`config.mk`:
```
export PLATFORM = sky130hd
export DESIGN_NAME = bcc_top
export DESIGN_NICKNAME = d
export VERILOG_FILES = /design/src/inc/bcc_pkg.sv /design/src/inc/bcc_tick_if.sv /design/src/hw/bcc_prescaler.sv /design/src/hw/bcc_top.sv
export SDC_FILE = /design/constraint.sdc
export NUM_CORES = 1
export LEC_CHECK = 0
export ABC_AREA = 0
export BUFFER_PORTS_ARGS = -buffer_cell sky130_fd_sc_hd__buf_2
export CAP_MARGIN = 5
export CORE_MARGIN = 1.5
export CORE_UTILIZATION = 25
export CTS_BUF_LIST = sky130_fd_sc_hd__clkbuf_8
export CTS_CLUSTER_SIZE = 40
export DETAILED_ROUTE_END_ITERATION = 8
export PLACE_DENSITY = 0.49
export SLEW_MARGIN = 0
export SYNTH_ARGS = -nofsm -noshare
export SYNTH_HDL_FRONTEND = slang
export SYNTH_SLANG_ARGS = --single-unit
```
`constraint.sdc`:
```
create_clock -name mclk_i -period 4.35 [get_ports mclk_i]
set_input_delay 0.87 -clock mclk_i [delete_from_list [all_inputs] [get_ports mclk_i]]
set_output_delay 0.87 -clock mclk_i [all_outputs]
set_load 0.02 [all_outputs]
```
`src/inc/bcc_pkg.sv`:
```
// Purpose: Shared constants of the BCD calendar clock.
// Assumes: 10 MHz system clock; slow ticks made from it.
// Notes: Offsets are byte addresses on the register port.
package bcc_pkg;
  localparam int unsigned CLK_HZ = 32'h0098_9680; // 10 MHz
  localparam int unsigned SLCK_HZ = 32'h0000_8000; // 32.768 kHz
  localparam logic [14:0] SEC_LAST = 15'h7fff;
  // About 4 ms worth of slow ticks
  localparam logic [14:0] CORR_TICKS = 15'h0080;
  localparam logic [4:0] CORR_BASE = 5'h14;
  localparam logic [4:0] CORR_STEP = 5'h13;
  localparam logic [7:0] OFS_CR = 8'h00;
  localparam logic [7:0] OFS_MR = 8'h04;
  localparam logic [7:0] OFS_TIM = 8'h08;
  localparam logic [7:0] OFS_CAL = 8'h0c;
  localparam logic [7:0] OFS_SR = 8'h18;
  localparam logic [7:0] OFS_SCCR = 8'h1c;
  localparam logic [7:0] OFS_VER = 8'h2c;
  localparam int CR_TIM = 0;
  localparam int CR_CAL = 1;
  localparam int MR_H12 = 0;
  localparam int MR_NEG = 4;
  localparam int MR_CORR = 8;
  localparam int MR_HIGH = 15;
  localparam int MR_SELA = 16;
  localparam int MR_SELB = 20;
  localparam int SR_ACK = 0;
  localparam int SR_ALM = 1;
  localparam int SR_SEC = 2;
  localparam int SR_ERR = 5;
  localparam int TIM_SEC = 0;
  localparam int TIM_MIN = 8;
  localparam int TIM_HOUR = 16;
  localparam int TIM_PM = 22;
  localparam logic [31:0] CAL_RST = 32'h01a1_1020;
  localparam logic [7:0] SEC_MAX = 8'h59;
  localparam logic [7:0] HOUR_MAX = 8'h23;
  localparam logic [7:0] H12_MAX = 8'h12;
  localparam logic [7:0] MON_MAX = 8'h12;
  localparam logic [7:0] YEAR_MAX = 8'h99;
  localparam logic [6:0] CENT_LO = 7'h19;
  localparam logic [6:0] CENT_HI = 7'h20;
  localparam logic [2:0] SEL_OFF = 3'h0;
  localparam logic [2:0] SEL_1HZ = 3'h1;
  localparam logic [2:0] SEL_512HZ = 3'h4;
  localparam logic [2:0] SEL_ALARM = 3'h6;
endpackage

```
`src/inc/bcc_tick_if.sv`:
```
// Purpose: Calibration setting and tick bundle to the prescaler.
// Assumes: Single clock domain.
// Notes: wave is {512 Hz, 64 Hz, 32 Hz, 1 Hz}.
interface bcc_tick_if;
  logic [6:0] corr;
  logic high;
  logic neg;
  logic sec_tick;
  logic [3:0] wave;
  modport src (input corr, high, neg, output sec_tick, wave);
  modport snk (output corr, high, neg, input sec_tick, wave);
endinterface

```
`src/hw/bcc_prescaler.sv`:
```
// Purpose: Slow tick, calibrated 1 Hz divider and square waves.
// Assumes: STEP_P out of CLK_HZ sets the slow tick rate.
// Notes: Larger STEP_P only speeds up simulation.
module bcc_prescaler #(
  parameter logic [23:0] STEP_P = 24'h00_8000 // Slow rate in Hz
) (
  input wire logic mclk_i, // System clock
  input wire logic reset_n_i, // Async reset, active low
  bcc_tick_if.src tk // Calibration in, ticks out
);
  import bcc_pkg::*;
  localparam logic [24:0] WRAP = 25'(CLK_HZ);
  logic [23:0] ph_r;
  logic slow_r;
  logic [14:0] cnt_r;
  logic [7:0] hold_r;
  logic [11:0] since_r;
  logic sec_r;
  logic [3:0] wave_r;
  logic [15:0] len_r;
  wire [24:0] ph_sum = {1'b0, ph_r} + {1'b0, STEP_P};
  wire ph_wrap = ph_sum >= WRAP;
  wire [24:0] ph_left = ph_sum - WRAP;
  // Spacing 1 + (20 - 19*high) * corr seconds
  wire [4:0] mult = CORR_BASE - (tk.high ? CORR_STEP : 5'h00);
  wire [11:0] interval = 12'h001 + ({7'h00, mult} * {5'h00, tk.corr});
  wire corr_en = tk.corr != 7'h00;
  // Compare with >= so a shorter interval written on the fly still fires
  wire corr_now = corr_en && ((since_r + 12'h001) >= interval);
  wire stretch = corr_now && !tk.neg;
  wire shrink = corr_now && tk.neg;
  wire at_last = cnt_r == SEC_LAST;
  wire in_hold = stretch && at_last && (hold_r != CORR_TICKS[7:0]);
  wire early = shrink && (cnt_r == (SEC_LAST - CORR_TICKS));
  wire sec_end = slow_r && ((at_last && !in_hold) || early);
  wire [15:0] len_exp = stretch ? 16'({1'b0, SEC_LAST}) + 16'h0001 + {1'b0, CORR_TICKS} :
                        shrink ? 16'({1'b0, SEC_LAST}) + 16'h0001 - {1'b0, CORR_TICKS} :
                        16'({1'b0, SEC_LAST}) + 16'h0001;

  always_ff @(posedge mclk_i or negedge reset_n_i) begin
    if (!reset_n_i) begin
      ph_r <= 24'h00_0000;
      slow_r <= 1'b0;
      sec_r <= 1'b0;
      wave_r <= 4'h0;
    end else begin
      ph_r <= ph_wrap ? ph_left[23:0] : ph_sum[23:0];
      slow_r <= ph_wrap;
      sec_r <= sec_end;
      // Free running; no power state gates these taps
      wave_r <= {cnt_r[5], cnt_r[8], cnt_r[9], cnt_r[14]};
    end
  end

  always_ff @(posedge mclk_i or negedge reset_n_i) begin
    if (!reset_n_i) begin
      cnt_r <= 15'h0000;
      hold_r <= 8'h00;
      since_r <= 12'h000;
      len_r <= 16'h0000;
    end else if (sec_end) begin
      cnt_r <= 15'h0000;
      hold_r <= 8'h00;
      since_r <= (corr_now || !corr_en) ? 12'h000 : since_r + 12'h001;
      len_r <= 16'h0000;
    end else if (slow_r) begin
      len_r <= len_r + 16'h0001;
      if (at_last) begin
        hold_r <= hold_r + 8'h01;
      end else begin
        cnt_r <= cnt_r + 15'h0001;
      end
    end
  end

  assign tk.sec_tick = sec_r;
  assign tk.wave = wave_r;

  corr_len_a: assert property (@(posedge mclk_i) disable iff (!reset_n_i)
    sec_end |-> (len_r + 16'h0001) == len_exp)
    else $error("Second length does not match correction");
endmodule

```
`src/hw/bcc_top.sv`:
```
// Purpose: BCD time and calendar clock with update handshake and calibration.
// Assumes: Register strobes are one cycle; read data follow one cycle later.
// Notes: Alarm matching is outside; alarm_hit_i reports a match.
module bcc_top #(
  parameter logic [23:0] STEP_P = 24'(bcc_pkg::SLCK_HZ) // Slow tick rate
) (
  input wire logic mclk_i, // System clock, 10 MHz
  input wire logic reset_n_i, // Async reset, active low
  input wire logic [7:0] reg_addr_i, // Register byte address
  input wire logic [31:0] reg_wdata_i, // Write data
  input wire logic reg_wr_i, // Write strobe
  input wire logic reg_rd_i, // Read strobe
  output logic [31:0] reg_rdata_o, // Read data, cycle after strobe
  input wire logic alarm_hit_i, // Alarm match pulse
  output logic trig_all_o, // Trigger for all ADC channels
  output logic trig_last_o // Trigger for last ADC channel
);
  import bcc_pkg::*;
  // Bound on request-to-acknowledge wait, in system cycles
  localparam int unsigned SLOW_CYC = CLK_HZ / int'(STEP_P) + 1;
  localparam int unsigned ACK_MAX_CYC =
    (int'(SEC_LAST) + int'(CORR_TICKS) + 3) * SLOW_CYC;

  function automatic logic bcd_ok(input logic [7:0] v, input logic [7:0] max);
    return (v[3:0] <= 4'h9) && (v <= max);
  endfunction
  function automatic logic [7:0] bcd_inc(input logic [7:0] v);
    return (v[3:0] >= 4'h9) ? {v[7:4] + 4'h1, 4'h0} : v + 8'h01;
  endfunction
  function automatic logic [5:0] mdays(input logic [4:0] mon,
                                       input logic [7:0] yr,
                                       input logic [6:0] cen);
    logic leap;
    leap = (yr[4] ? (yr[3:0] == 4'h2 || yr[3:0] == 4'h6) :
            (yr[3:0] == 4'h0 || yr[3:0] == 4'h4 || yr[3:0] == 4'h8)) &&
           !(cen == CENT_LO && yr == 8'h00);
    return (mon == 5'h02) ? (leap ? 6'h29 : 6'h28) :
           (mon == 5'h04 || mon == 5'h06 || mon == 5'h09 || mon == 5'h11) ? 6'h30 : 6'h31;
  endfunction
  function automatic logic trig_pick(input logic [2:0] sel, input logic [3:0] wv,
                                     input logic alm);
    logic [2:0] idx;
    idx = sel - SEL_1HZ;
    return (sel == SEL_ALARM) ? alm :
           (sel >= SEL_1HZ && sel <= SEL_512HZ) ? wv[idx[1:0]] : 1'b0;
  endfunction

  logic ctl_tim_r;
  logic ctl_cal_r;
  logic hr12_r;
  logic neg_r;
  logic high_r;
  logic [6:0] corr_r;
  logic [2:0] sel_a_r;
  logic [2:0] sel_b_r;
  logic [6:0] sec_r;
  logic [6:0] min_r;
  logic [5:0] hour_r;
  logic [6:0] cent_r;
  logic [7:0] year_r;
  logic [4:0] mon_r;
  logic [2:0] day_r;
  logic [5:0] date_r;
  logic tim_halt_r;
  logic cal_halt_r;
  logic ack_r;
  logic alm_r;
  logic secf_r;
  logic err_r;
  logic nv_tim_r;
  logic [31:0] rdata_r;
  logic trig_a_r;
  logic trig_b_r;
  logic [23:0] wait_r;

  bcc_tick_if tk();
  bcc_prescaler #(.STEP_P(STEP_P)) u_pre (
    .mclk_i (mclk_i),
    .reset_n_i (reset_n_i),
    .tk (tk)
  );

  assign tk.corr = corr_r;
  assign tk.high = high_r;
  assign tk.neg = neg_r;

  // Register decode
  wire [31:0] wd = reg_wdata_i;
  wire wr_cr = reg_wr_i && (reg_addr_i == OFS_CR);
  wire wr_mr = reg_wr_i && (reg_addr_i == OFS_MR);
  wire wr_tim = reg_wr_i && (reg_addr_i == OFS_TIM);
  wire wr_cal = reg_wr_i && (reg_addr_i == OFS_CAL);
  wire wr_sccr = reg_wr_i && (reg_addr_i == OFS_SCCR);
  wire clr_ack = wr_sccr && wd[SR_ACK];
  wire clr_alm = wr_sccr && wd[SR_ALM];
  wire clr_sec = wr_sccr && wd[SR_SEC];
  wire clr_err = wr_sccr && wd[SR_ERR];

  // Time entry check
  wire [6:0] w_sec = wd[TIM_SEC +: 7];
  wire [6:0] w_min = wd[TIM_MIN +: 7];
  wire [5:0] w_hour = wd[TIM_HOUR +: 6];
  wire w_pm = wd[TIM_PM];
  wire sec_in_ok = bcd_ok({1'b0, w_sec}, SEC_MAX);
  wire hour_in_ok = hr12_r ?
    (bcd_ok({2'b00, w_hour}, H12_MAX) && w_hour != 6'h00) :
    (bcd_ok({2'b00, w_hour}, HOUR_MAX) && !w_pm);
  // 01..11 PM to 13..23 in BCD without a binary round trip
  wire [5:0] h_pm = w_hour[4] ? {2'b10, w_hour[3:0] + 4'h2} :
                    w_hour[3] ? {2'b10, w_hour[3:0] - 4'h8} :
                    {2'b01, w_hour[3:0] + 4'h2};
  wire [5:0] h24 = !hr12_r ? w_hour :
                   (w_hour == H12_MAX[5:0]) ? (w_pm ? H12_MAX[5:0] : 6'h00) :
                   (w_pm ? h_pm : w_hour);
  // Writes only count once the matching counters are halted
  wire tim_try = wr_tim && tim_halt_r;
  wire tim_load = tim_try && sec_in_ok && hour_in_ok;
  // Remaining calendar entry checks are outside this block
  wire cal_load = wr_cal && cal_halt_r;

  // Counting chain
  wire tick = tk.sec_tick && !tim_halt_r;
  wire cal_run = !cal_halt_r;
  wire [7:0] sec_inc = bcd_inc({1'b0, sec_r});
  wire [7:0] min_inc = bcd_inc({1'b0, min_r});
  wire [7:0] hour_inc = bcd_inc({2'b00, hour_r});
  wire [7:0] date_inc = bcd_inc({2'b00, date_r});
  wire [7:0] mon_inc = bcd_inc({3'b000, mon_r});
  wire [7:0] year_inc = bcd_inc(year_r);
  wire [7:0] cent_inc = bcd_inc({1'b0, cent_r});
  wire [5:0] dim = mdays(mon_r, year_r, cent_r);
  wire sec_wrap = sec_r == SEC_MAX[6:0];
  wire min_go = tick && sec_wrap;
  wire hour_go = min_go && (min_r == SEC_MAX[6:0]);
  wire day_go = hour_go && (hour_r == HOUR_MAX[5:0]) && cal_run;
  wire mon_go = day_go && (date_r == dim);
  wire year_go = mon_go && (mon_r == MON_MAX[4:0]);
  wire cent_go = year_go && (year_r == YEAR_MAX);

  // Permanent consistency check of the live counters
  wire cnt_ok = bcd_ok({1'b0, sec_r}, SEC_MAX) && bcd_ok({1'b0, min_r}, SEC_MAX) &&
                bcd_ok({2'b00, hour_r}, HOUR_MAX) &&
                (cent_r == CENT_LO || cent_r == CENT_HI) &&
                bcd_ok(year_r, YEAR_MAX) &&
                bcd_ok({3'b000, mon_r}, MON_MAX) && (mon_r != 5'h00) &&
                bcd_ok({2'b00, date_r}, {2'b00, dim}) && (date_r != 6'h00) &&
                (day_r != 3'h0);

  // Sticky flags: a set in the clearing cycle wins
  wire err_nxt = !cnt_ok || (err_r && !clr_err);
  wire ack_set = tk.sec_tick &&
    ((ctl_tim_r && !tim_halt_r) || (ctl_cal_r && !cal_halt_r));
  wire ack_nxt = ack_set || (ack_r && !clr_ack);
  wire alm_nxt = alarm_hit_i || (alm_r && !clr_alm);
  wire secf_nxt = tk.sec_tick || (secf_r && !clr_sec);
  wire nv_nxt = tim_try ? !tim_load : nv_tim_r;
  wire pend = (ctl_tim_r && !tim_halt_r) || (ctl_cal_r && !cal_halt_r);

  // Read mux
  wire [31:0] mr_word = {9'h000, sel_b_r, 1'b0, sel_a_r, high_r, corr_r,
                         3'h0, neg_r, 3'h0, hr12_r};
  wire [31:0] tim_word = {10'h000, hour_r, 1'b0, min_r, 1'b0, sec_r};
  wire [31:0] cal_word = {2'b00, date_r, day_r, mon_r, year_r, 1'b0, cent_r};
  wire [31:0] sr_word = {26'h000_0000, err_r, 2'b00, secf_r, alm_r, ack_r};
  wire [31:0] rd_mux =
    (reg_addr_i == OFS_CR) ? {30'h0000_0000, ctl_cal_r, ctl_tim_r} :
    (reg_addr_i == OFS_MR) ? mr_word :
    (reg_addr_i == OFS_TIM) ? tim_word :
    (reg_addr_i == OFS_CAL) ? cal_word :
    (reg_addr_i == OFS_SR) ? sr_word :
    (reg_addr_i == OFS_VER) ? {31'h0000_0000, nv_tim_r} :
    32'h0000_0000;

  always_ff @(posedge mclk_i or negedge reset_n_i) begin
    if (!reset_n_i) begin
      ctl_tim_r <= 1'b0;
      ctl_cal_r <= 1'b0;
    end else if (wr_cr) begin
      ctl_tim_r <= wd[CR_TIM];
      ctl_cal_r <= wd[CR_CAL];
    end
  end

  // Mode word takes writes at any time, clock keeps running
  always_ff @(posedge mclk_i or negedge reset_n_i) begin
    if (!reset_n_i) begin
      hr12_r <= 1'b0;
      neg_r <= 1'b0;
      high_r <= 1'b0;
      corr_r <= 7'h00;
      sel_a_r <= SEL_OFF;
      sel_b_r <= SEL_OFF;
    end else if (wr_mr) begin
      hr12_r <= wd[MR_H12];
      neg_r <= wd[MR_NEG];
      high_r <= wd[MR_HIGH];
      corr_r <= wd[MR_CORR +: 7];
      sel_a_r <= wd[MR_SELA +: 3];
      sel_b_r <= wd[MR_SELB +: 3];
    end
  end

  // Halt follows the request at a second boundary, drops with it
  always_ff @(posedge mclk_i or negedge reset_n_i) begin
    if (!reset_n_i) begin
      tim_halt_r <= 1'b0;
      cal_halt_r <= 1'b0;
    end else begin
      tim_halt_r <= ctl_tim_r && (tim_halt_r || tk.sec_tick);
      cal_halt_r <= ctl_cal_r && (cal_halt_r || tk.sec_tick);
    end
  end

  always_ff @(posedge mclk_i or negedge reset_n_i) begin
    if (!reset_n_i) begin
      sec_r <= 7'h00;
      min_r <= 7'h00;
      hour_r <= 6'h00;
    end else if (tim_load) begin
      sec_r <= w_sec;
      min_r <= w_min;
      hour_r <= h24;
    end else if (tick) begin
      sec_r <= sec_wrap ? 7'h00 : sec_inc[6:0];
      if (min_go) begin
        min_r <= (min_r == SEC_MAX[6:0]) ? 7'h00 : min_inc[6:0];
      end
      if (hour_go) begin
        hour_r <= (hour_r == HOUR_MAX[5:0]) ? 6'h00 : hour_inc[5:0];
      end
    end
  end

  always_ff @(posedge mclk_i or negedge reset_n_i) begin
    if (!reset_n_i) begin
      cent_r <= CAL_RST[6:0];
      year_r <= CAL_RST[15:8];
      mon_r <= CAL_RST[20:16];
      day_r <= CAL_RST[23:21];
      date_r <= CAL_RST[29:24];
    end else if (cal_load) begin
      cent_r <= wd[6:0];
      year_r <= wd[15:8];
      mon_r <= wd[20:16];
      day_r <= wd[23:21];
      date_r <= wd[29:24];
    end else if (day_go) begin
      day_r <= (day_r == 3'h7) ? 3'h1 : day_r + 3'h1;
      date_r <= mon_go ? 6'h01 : date_inc[5:0];
      if (mon_go) begin
        mon_r <= year_go ? 5'h01 : mon_inc[4:0];
      end
      if (year_go) begin
        year_r <= cent_go ? 8'h00 : year_inc;
      end
      if (cent_go) begin
        cent_r <= cent_inc[6:0];
      end
    end
  end

  always_ff @(posedge mclk_i or negedge reset_n_i) begin
    if (!reset_n_i) begin
      ack_r <= 1'b0;
      alm_r <= 1'b0;
      secf_r <= 1'b0;
      err_r <= 1'b0;
      nv_tim_r <= 1'b0;
    end else begin
      ack_r <= ack_nxt;
      alm_r <= alm_nxt;
      secf_r <= secf_nxt;
      err_r <= err_nxt;
      nv_tim_r <= nv_nxt;
    end
  end

  always_ff @(posedge mclk_i or negedge reset_n_i) begin
    if (!reset_n_i) begin
      rdata_r <= 32'h0000_0000;
      trig_a_r <= 1'b0;
      trig_b_r <= 1'b0;
    end else begin
      rdata_r <= reg_rd_i ? rd_mux : 32'h0000_0000;
      trig_a_r <= trig_pick(sel_a_r, tk.wave, alm_r);
      trig_b_r <= trig_pick(sel_b_r, tk.wave, alm_r);
    end
  end

  assign reg_rdata_o = rdata_r;
  assign trig_all_o = trig_a_r;
  assign trig_last_o = trig_b_r;

  // Wait counter seen only by the acknowledge bound check
  always_ff @(posedge mclk_i or negedge reset_n_i) begin
    if (!reset_n_i) begin
      wait_r <= 24'h00_0000;
    end else begin
      wait_r <= pend ? wait_r + 24'h00_0001 : 24'h00_0000;
    end
  end

  sec_entry_a: assert property (@(posedge mclk_i) disable iff (!reset_n_i)
    tim_try && !sec_in_ok |=> nv_tim_r && $stable(sec_r))
    else $error("Bad seconds value was loaded");
  hour_conv_a: assert property (@(posedge mclk_i) disable iff (!reset_n_i)
    tim_load && hr12_r && w_pm && (w_hour == 6'h01) |=> hour_r == 6'h13)
    else $error("12-hour PM value not stored as 24-hour");
  pm_range_a: assert property (@(posedge mclk_i) disable iff (!reset_n_i)
    tim_try && !hr12_r && w_pm |=> nv_tim_r && $stable(hour_r))
    else $error("PM bit accepted in 24-hour mode");
  err_set_a: assert property (@(posedge mclk_i) disable iff (!reset_n_i)
    !cnt_ok |=> err_r)
    else $error("Invalid counter did not raise error");
  err_clear_a: assert property (@(posedge mclk_i) disable iff (!reset_n_i)
    clr_err && cnt_ok |=> !err_r)
    else $error("Error flag not cleared");
  err_reset_a: assert property (@(posedge mclk_i) disable iff (!reset_n_i)
    clr_err && !cnt_ok |=> err_r)
    else $error("Error flag lost while cause persists");
  err_keep_a: assert property (@(posedge mclk_i) disable iff (!reset_n_i)
    err_r && !clr_err |=> err_r)
    else $error("Error flag dropped without clear");
  ack_time_a: assert property (@(posedge mclk_i) disable iff (!reset_n_i)
    pend |-> wait_r <= 24'(ACK_MAX_CYC))
    else $error("Update acknowledge late");
  ack_halt_a: assert property (@(posedge mclk_i) disable iff (!reset_n_i)
    ack_set |=> ack_r && (tim_halt_r || cal_halt_r))
    else $error("Acknowledge without halted counters");
  tim_stop_a: assert property (@(posedge mclk_i) disable iff (!reset_n_i)
    tk.sec_tick && tim_halt_r && !reg_wr_i |=> $stable(sec_r) && $stable(date_r))
    else $error("Counters moved during time update");
  cal_only_a: assert property (@(posedge mclk_i) disable iff (!reset_n_i)
    tk.sec_tick && cal_halt_r && !tim_halt_r && !reg_wr_i && (sec_r == 7'h00) |=> sec_r == 7'h01)
    else $error("Time stopped by calendar update");
  trig_off_a: assert property (@(posedge mclk_i) disable iff (!reset_n_i)
    sel_a_r == SEL_OFF |=> !trig_all_o)
    else $error("Trigger not held low when off");
  alarm_copy_a: assert property (@(posedge mclk_i) disable iff (!reset_n_i)
    sel_b_r == SEL_ALARM |=> trig_last_o == $past(alm_r))
    else $error("Trigger does not follow alarm flag");
endmodule

```
After elaboration in Yosys (flattened, before gate mapping)
Index checks and enable logic that the tools add are counted.

operators by class
  add/subtract/negate cells = 26
  multiply operators = 1
  order comparisons = 32
  eq/ne operators = 31
  multiplexer cells = 70
  reductions and logical operators = 115

operators by type and width
  cell                                                                  number
  two-way mux 30 bit                                                    5
  two-way mux 7 bit                                                     13
  two-way mux 6 bit                                                     15
  two-way mux 8 bit                                                     8
  logical AND 1 bit                                                     62
  two-way mux 15 bit                                                    3
  two-way mux 5 bit                                                     8
  <= comparator 4 bit (second input constant)                           8
  == test 15 bit (second input constant)                                2
  greater-or-equal comparator 4 bit (second input constant)             7
  adder 24 x 16 -> 25 bit (second input constant)                       1
  greater-or-equal comparator 25 x 24 -> 1 bit (second input constant)  1
  two-way mux 24 bit                                                    1
  subtractor 24 bit (second input constant)                             1
  adder 7 x 1 -> 7 bit (second input constant)                          3
  <= comparator 7 bit (second input constant)                           3
  nonzero test 2 bit                                                    9
  adder 8 x 1 -> 8 bit (second input constant)                          2
  == test 8 x 4 -> 1 bit (second input constant)                        2
  == test 8 x 5 -> 1 bit (second input constant)                        2
  logical NOT 8 bit                                                     2
  logical OR 1 bit                                                      16
  adder 15 x 1 -> 15 bit (second input constant)                        1
  == test 7 bit (second input constant)                                 2
  51 further kinds                                                      98

word-level totals
  register bits after elaboration = 171
  input port bits = 45
  output and inout port bits = 34
  logic and storage cells = 308

Logic depth before layout (Yosys ltp)
  word-level depth = 15
  mapped depth = 21
  depth with buffers taken out = 19

Cells and area by module
Synthesis repeated with hierarchy kept, for this count alone.

unflattened totals
  cell total of the unflattened synthesis = 1184
  area, all modules = 10936.7 µm²

by module, submodules not included
  module         times used  cells an instance  area an instance (µm²)  seq. area each (µm²)
  bcc_top        1           719                6746.5                  2635.0
  bcc_prescaler  1           465                4190.3                  1451.4

Worst setup path after synthesis
Ideal clock, no wire load.

  path type = register to register
  from = register high_r
  to = register u_pre.since_r[5]
  library setup time = 0.083 ns
  arrival = 4.494 ns
  required time = 4.267 ns
  setup slack = -0.227 ns
  stages on the path, launching flop included = 19
  buffers on the path = 2
  period minus slack after synthesis = 4.577 ns
  cell sequence = dfrtp_1 clkbuf_1 nor2b_1 ha_1 ha_1 fa_1 ha_1 a21oi_1 o21ai_0 nor4b_1 nor3_1 ha_1 a21oi_1 o21ai_0 o21ba_2 buf_2 o221ai_1 or3b_2 o21ai_0

between the ends
  word-level cells in the longest chain between the ends = 13
  elaborated cells between the ends (all ways) = 17
  classes of those cells = add/sub (2); mul (1); order compare (1); mux (2); reduce/logical (11)

ends and longest elaborated chain
  what                                    line                 source
  from (decl)                             bcc_top.sv:52        logic high_r;
  from (signal assigned)                  bcc_top.sv:196       high_r <= wd[MR_HIGH];
  two-way mux 5 bit (*)                   bcc_prescaler.sv:25  wire [4:0] mult = CORR_BASE - (tk.high ? CORR_STEP : 5'h00);
  subtractor 5 bit (*)                    bcc_prescaler.sv:25
  multiplier 5 x 7 -> 12 bit (*)          bcc_prescaler.sv:26  wire [11:0] interval = 12'h001 + ({7'h00, mult} * {5'h00, tk.corr});
  adder 1 x 12 -> 12 bit (*)              bcc_prescaler.sv:26
  greater-or-equal comparator 12 bit (*)  bcc_prescaler.sv:29  wire corr_now = corr_en && ((since_r + 12'h001) >= interval);
  logical AND 1 bit (*)                   bcc_prescaler.sv:29
  logical AND 1 bit                       bcc_prescaler.sv:30  wire stretch = corr_now && !tk.neg;
  logical AND 1 bit (2 in series)         bcc_prescaler.sv:33  wire in_hold = stretch && at_last && (hold_r != CORR_TICKS[7:0]);
  logical NOT 1 bit                       bcc_prescaler.sv:35  wire sec_end = slow_r && ((at_last && !in_hold) || early);
  logical AND 1 bit                       bcc_prescaler.sv:35
  logical OR 1 bit                        bcc_prescaler.sv:35
  logical AND 1 bit                       bcc_prescaler.sv:35
  to (signal assigned)                    bcc_prescaler.sv:64  since_r <= (corr_now || !corr_en) ? 12'h000 : since_r + 12'h001;
  to (decl)                               bcc_prescaler.sv:17  logic [11:0] since_r;

Every way passes the cells marked *; elsewhere a longest branch is shown, timed or not.
A chain may end at the register's enable or synchronous reset.

Worst setup path in the final report
  from = register high_r
  to = register u_pre.hold_r[6]

between the ends
  word-level cells in the longest chain between the ends = 15
  elaborated cells between the ends (all ways) = 19
  classes of those cells = add/sub (2); mul (1); order compare (1); mux (2); reduce/logical (13)

ends and longest elaborated chain
  what                                    line                 source
  two-way mux 5 bit (*)                   bcc_prescaler.sv:25
  subtractor 5 bit (*)                    bcc_prescaler.sv:25
  multiplier 5 x 7 -> 12 bit (*)          bcc_prescaler.sv:26
  adder 1 x 12 -> 12 bit (*)              bcc_prescaler.sv:26
  greater-or-equal comparator 12 bit (*)  bcc_prescaler.sv:29
  logical AND 1 bit (*)                   bcc_prescaler.sv:29
  logical AND 1 bit                       bcc_prescaler.sv:30
  logical AND 1 bit (2 in series)         bcc_prescaler.sv:33
  logical NOT 1 bit                       bcc_prescaler.sv:35
  logical AND 1 bit                       bcc_prescaler.sv:35
  logical OR 1 bit (*)                    bcc_prescaler.sv:35
  logical AND 1 bit (*)                   bcc_prescaler.sv:35
  nonzero test 2 bit (no source line)     --
  AND reduction 2 bit (no source line)    --
  to (signal assigned)                    bcc_prescaler.sv:69  hold_r <= hold_r + 8'h01;
  to (decl)                               bcc_prescaler.sv:16  logic [7:0] hold_r;

Marked as above.

==> impl_metrics.csv <==
group,metric,value,unit
clock_tree,cts-buffers-inserted,17,
routing,viasPerCell,4.845,
worst_hold_path,whs_path_depth,0,
critical_path,cp_max_fo,7,
synth,synth_flop_cell,"dfrtp_1",
synth,yosys.area_share.adder,11.53,%
synth,async_reset_ff_share,100.0,%
clock_tree,clk_latency,0.47,ns
synth,syn_area,0.01081,mm2
routing,wl_per_cell,15.92,um
floorplan,die_h,211.0,um
routing,drc,0,
power_and_ir_drop,p_switching,0.8569,mW
global_routing,groute.usage.overall,14.29,%
routing,num_vias,9428,
routing,postRouteAntennaNets,0,
finish,instances_no_fill,1946,
finish,final_nets,1489,
power_and_ir_drop,vdd_drop_max,0.1801,mV
finish,layout_common_cells,"dfrtp_1, nand2_1, nor2_1",
global_routing,grt_max_degree,91,
power_and_ir_drop,power,3.112,mW
routing,dr.pass1.iters,5,
clock_tree,cts.sinks,163,
critical_path,worstSetupStartpointType,"register",
critical_path,slowest_stage,"dfrtp_2",
floorplan,io_pins,79,
synth,synth_area_per_cell,8.920,um2
synth,synth_mux_area_share,3.009,%
synth,synth_compound_area_share,17.61,%
sta,rsz0062_at_grt,"true",
run,drv_cap,0,
floorplan,coreArea,0.04289,mm2
power_and_ir_drop,switching_share,27.53,%
routing,drt_wl_total,30980,um
synth,synth_xor_area_share,3.564,%
placement,place_area,0.01233,mm2
sta,timing.hold.ws,0.4370,ns
placement,hpwl,23140,um
synth,yosys.cell_types.count,89,
critical_path,crit_top_cell,"buf_4",
worst_hold_path,min_path_type,"reg2reg",
sta,slew_viol_final,0,
power_and_ir_drop,p_leak,5.943,nW
sta,finalCriticalPeriod,4.329,ns
synth,synth_top_family_by_area,"simple AND/OR/NAND/NOR gates",
clock_tree,cts_max_level,4,
finish,final_area,0.01324,mm2
power_and_ir_drop,combinationalPowerShare,12.5,%
critical_path,cp-end-kind,"register",
global_routing,antenna_found_initial,3,
synth,synth-simple-area-share,21.73,%
status,status,"completed",
synth,ys_ff_latch,163,
sta,setup_slack,0.02093,ns
sta,worst_pin_slew,0.8974,ns
placement,pre_cts_slack,-0.3413,ns
finish,area_growth,22.44,%
clock_tree,ctsRootBufferMaster,"clkbuf_8",
synth,yosysSeqAreaShare,37.80,%
clock_tree,cts_tree,"built",
finish,drive_gt1_share,21.28,%
floorplan,rows,76,
sta,fmax,0.2310,GHz
critical_path,critical_path.max_stage_delay,0.50,ns
critical_path,path_class,"reg2reg",
sta,setup_viol,0,
power_and_ir_drop,pwr-share-clk,38.0,%
placement,place_inst,1901,
critical_path,crit_required,4.74,ns
power_and_ir_drop,internal_power,2.255,mW
power_and_ir_drop,seqPwrFrac,49.5,%
placement,gp_congestion,0.8807,
synth,synth_edf_count,0,
global_routing,grt_remaining_overflow,0,
finish,layout_commonest_cell,"dfrtp_1",
clock_tree,clockBufferDepth,2,
routing,first_iter_violations,537,
sta,fin_crit_sh,99.52,%
placement,port-buffer-count,72,
power_and_ir_drop,power_density,235.1,mW/mm2
global_routing,grt_pass1_vias,9450,
floorplan,die_area,0.04450,mm2
sta,hold_violations,0,
critical_path,worstPathCellList,"buf_6, nor2b_2, ha_1, ha_1, ha_4, ha_4, buf_4, buf_4, xor2_2, ha_1, a21oi_2, o211ai_1, a41oi_2, buf_4, buf_4, nor4_4, buf_4, o21ai_2, or4_1, o21ai_1",
floorplan,die_w,211.0,um
critical_path,worst_r2r_path_depth,20,
synth,yosys_warnings,0,
sta,skew,0.01758,ns
synth,postSynthCellCount,1212,
critical_path,worst_ep_arrival_time,4.72,ns
clock_tree,path_clk_slew,0.09,ns
floorplan,initial_core_util,25.21,%
sta,max_slew_margin,40.18,%
global_routing,grt_pass1_wl,50400,um
==> final timing paths <==
path	from	endpoint	slack, ns
max reg2reg	high_r	u_pre.hold_r[6]	0.02
max	high_r	u_pre.hold_r[6]	0.02
max in group asynchronous	reset_n_i	cent_r[5]	2.95
min	u_pre.cnt_r[5]	u_pre.tk.wave[3]	0.44
min reg2reg	u_pre.cnt_r[5]	u_pre.tk.wave[3]	0.44
min in group asynchronous	reset_n_i	reg_rdata_o[13]	0.47
==> synth_stat cells (all sizes together) (4+ instances only) <==
cell      n  area, um2
or4       9      75.07
dfstp     6      157.7
a22oi    12      90.09
nand2b   12      75.07
nand2   134      510.5
nor4     10      68.81
inv      75      281.5
a21oi    58      290.3
o22ai     5      31.28
nor2b    15      93.84
xnor2    31      271.5
o211ai    6      45.04
nand4    18      112.6
o311ai    4      35.03
o221ai    7      61.31
a21boi    8      60.06
and4      5      43.79
clkbuf   24      90.09
nand3    58      295.3
xor2     13      113.9
and2      8      50.05
o31ai     9      67.56
or3       6      37.54
mux2     18      225.2
mux2i    10      100.1
a31oi    16      100.1
nand4b    4      41.29
a211oi    8      60.06
a21o     13      97.59
nor2    106      410.4
buf      23      138.9
ha       98       1226
a222oi   14      140.1
o21bai    4      30.03
o21ai    92      460.4
and4b     5      50.05
nor3     27      151.4
nor3b     8      65.06
and3     26      162.7
dfrtp   157       3929
==> metrics by stage <==
stage	utilization (%)	TNS (ns)
floorplan	-	-0.1210
global placement	28.75	-6.404
detailed placement	28.75	-8.145
CTS	30.27	-0.01606
global route	30.86	-4.030
finish	30.87	0
==> per-layer routing <==
metal | wire [um] | up-vias | share of wire, % | global-route usage, %
met1 | 14330 | 4568 | 46 | 18.76
met5 | 0 | - | 0 | 0
li1 | - | 4645 | - | -
met2 | 14570 | 176 | 47 | 23.28
met4 | 923 | 0 | 3.0 | 5.985
met3 | 1159 | 39 | 3.7 | 2.304
==> flip-flops by register name (all words and copies together), names as in the netlist, 3 cells and up <==
register       count
u_pre.tk.wave      4
day_r              3
cent_r             7
u_pre.since_r     12
sel_b_r            3
year_r             8
u_pre.cnt_r       15
sec_r              7
sel_a_r            3
reg_rdata_o       29
mon_r              5
date_r             6
corr_r             7
u_pre.ph_r        17
min_r              7
hour_r             6
u_pre.hold_r       8
==> what timing repair did <==
item | in CTS | in global routing
pin swaps | 20 | 18
hold buffers | 0 | 0
gates cloned | 0 | 1
endpoints found under the setup margin | 36 | 35
gates resized for setup | 43 | 44
setup buffers | 5 | 4
==> logic make-up after synthesis <==
group,count (synthesis)
adder cells (fa/ha/maj),99
XOR/XNOR,44
flip-flops,163
other,1
multiplexers,28
buffers and inverters,122
AND/OR/NAND/NOR,463
AO/OA/AOI/OAI,292
==> power by group through the flow <==
| stage | sequential, mW | clock [mW] | combinational, mW |
|---|---|---|---|
| final | 1.54 | 1.18 | 0.390 |
| after global routing | 1.54 | 1.29 | 0.431 |
| after CTS | 1.54 | 1.23 | 0.373 |
| after detailed placement | 1.57 | 0 | 0.333 |
| after global placement | 1.57 | 0 | 0.332 |
| after floorplan | 1.57 | 0 | 0.153 |
==> critical path, delay by kind of cell, from the launching register on <==
kind	cells	cell delay [ns]
xor gates and xnor gates	1	0.16
DFF	1	0.50
adders and majority gates	5	1.35
buffers and inverters	6	0.92
AOI/OAI and AO/OA	5	0.40
and+or+nand+nor	3	0.91
==> layout make-up <==
type | instances | area (um2)
fillers | 4505 | 29650
multi-input cells | 930 | 6654
flip-flops and latches | 163 | 4088
repair buffers | 158 | 1076
well taps | 585 | 732.0
inverters | 75 | 281.5
clock buffers | 17 | 234.0
clock inverters | 15 | 165.2
diodes | 3 | 7.507
(Power assumes the default switching activity.)
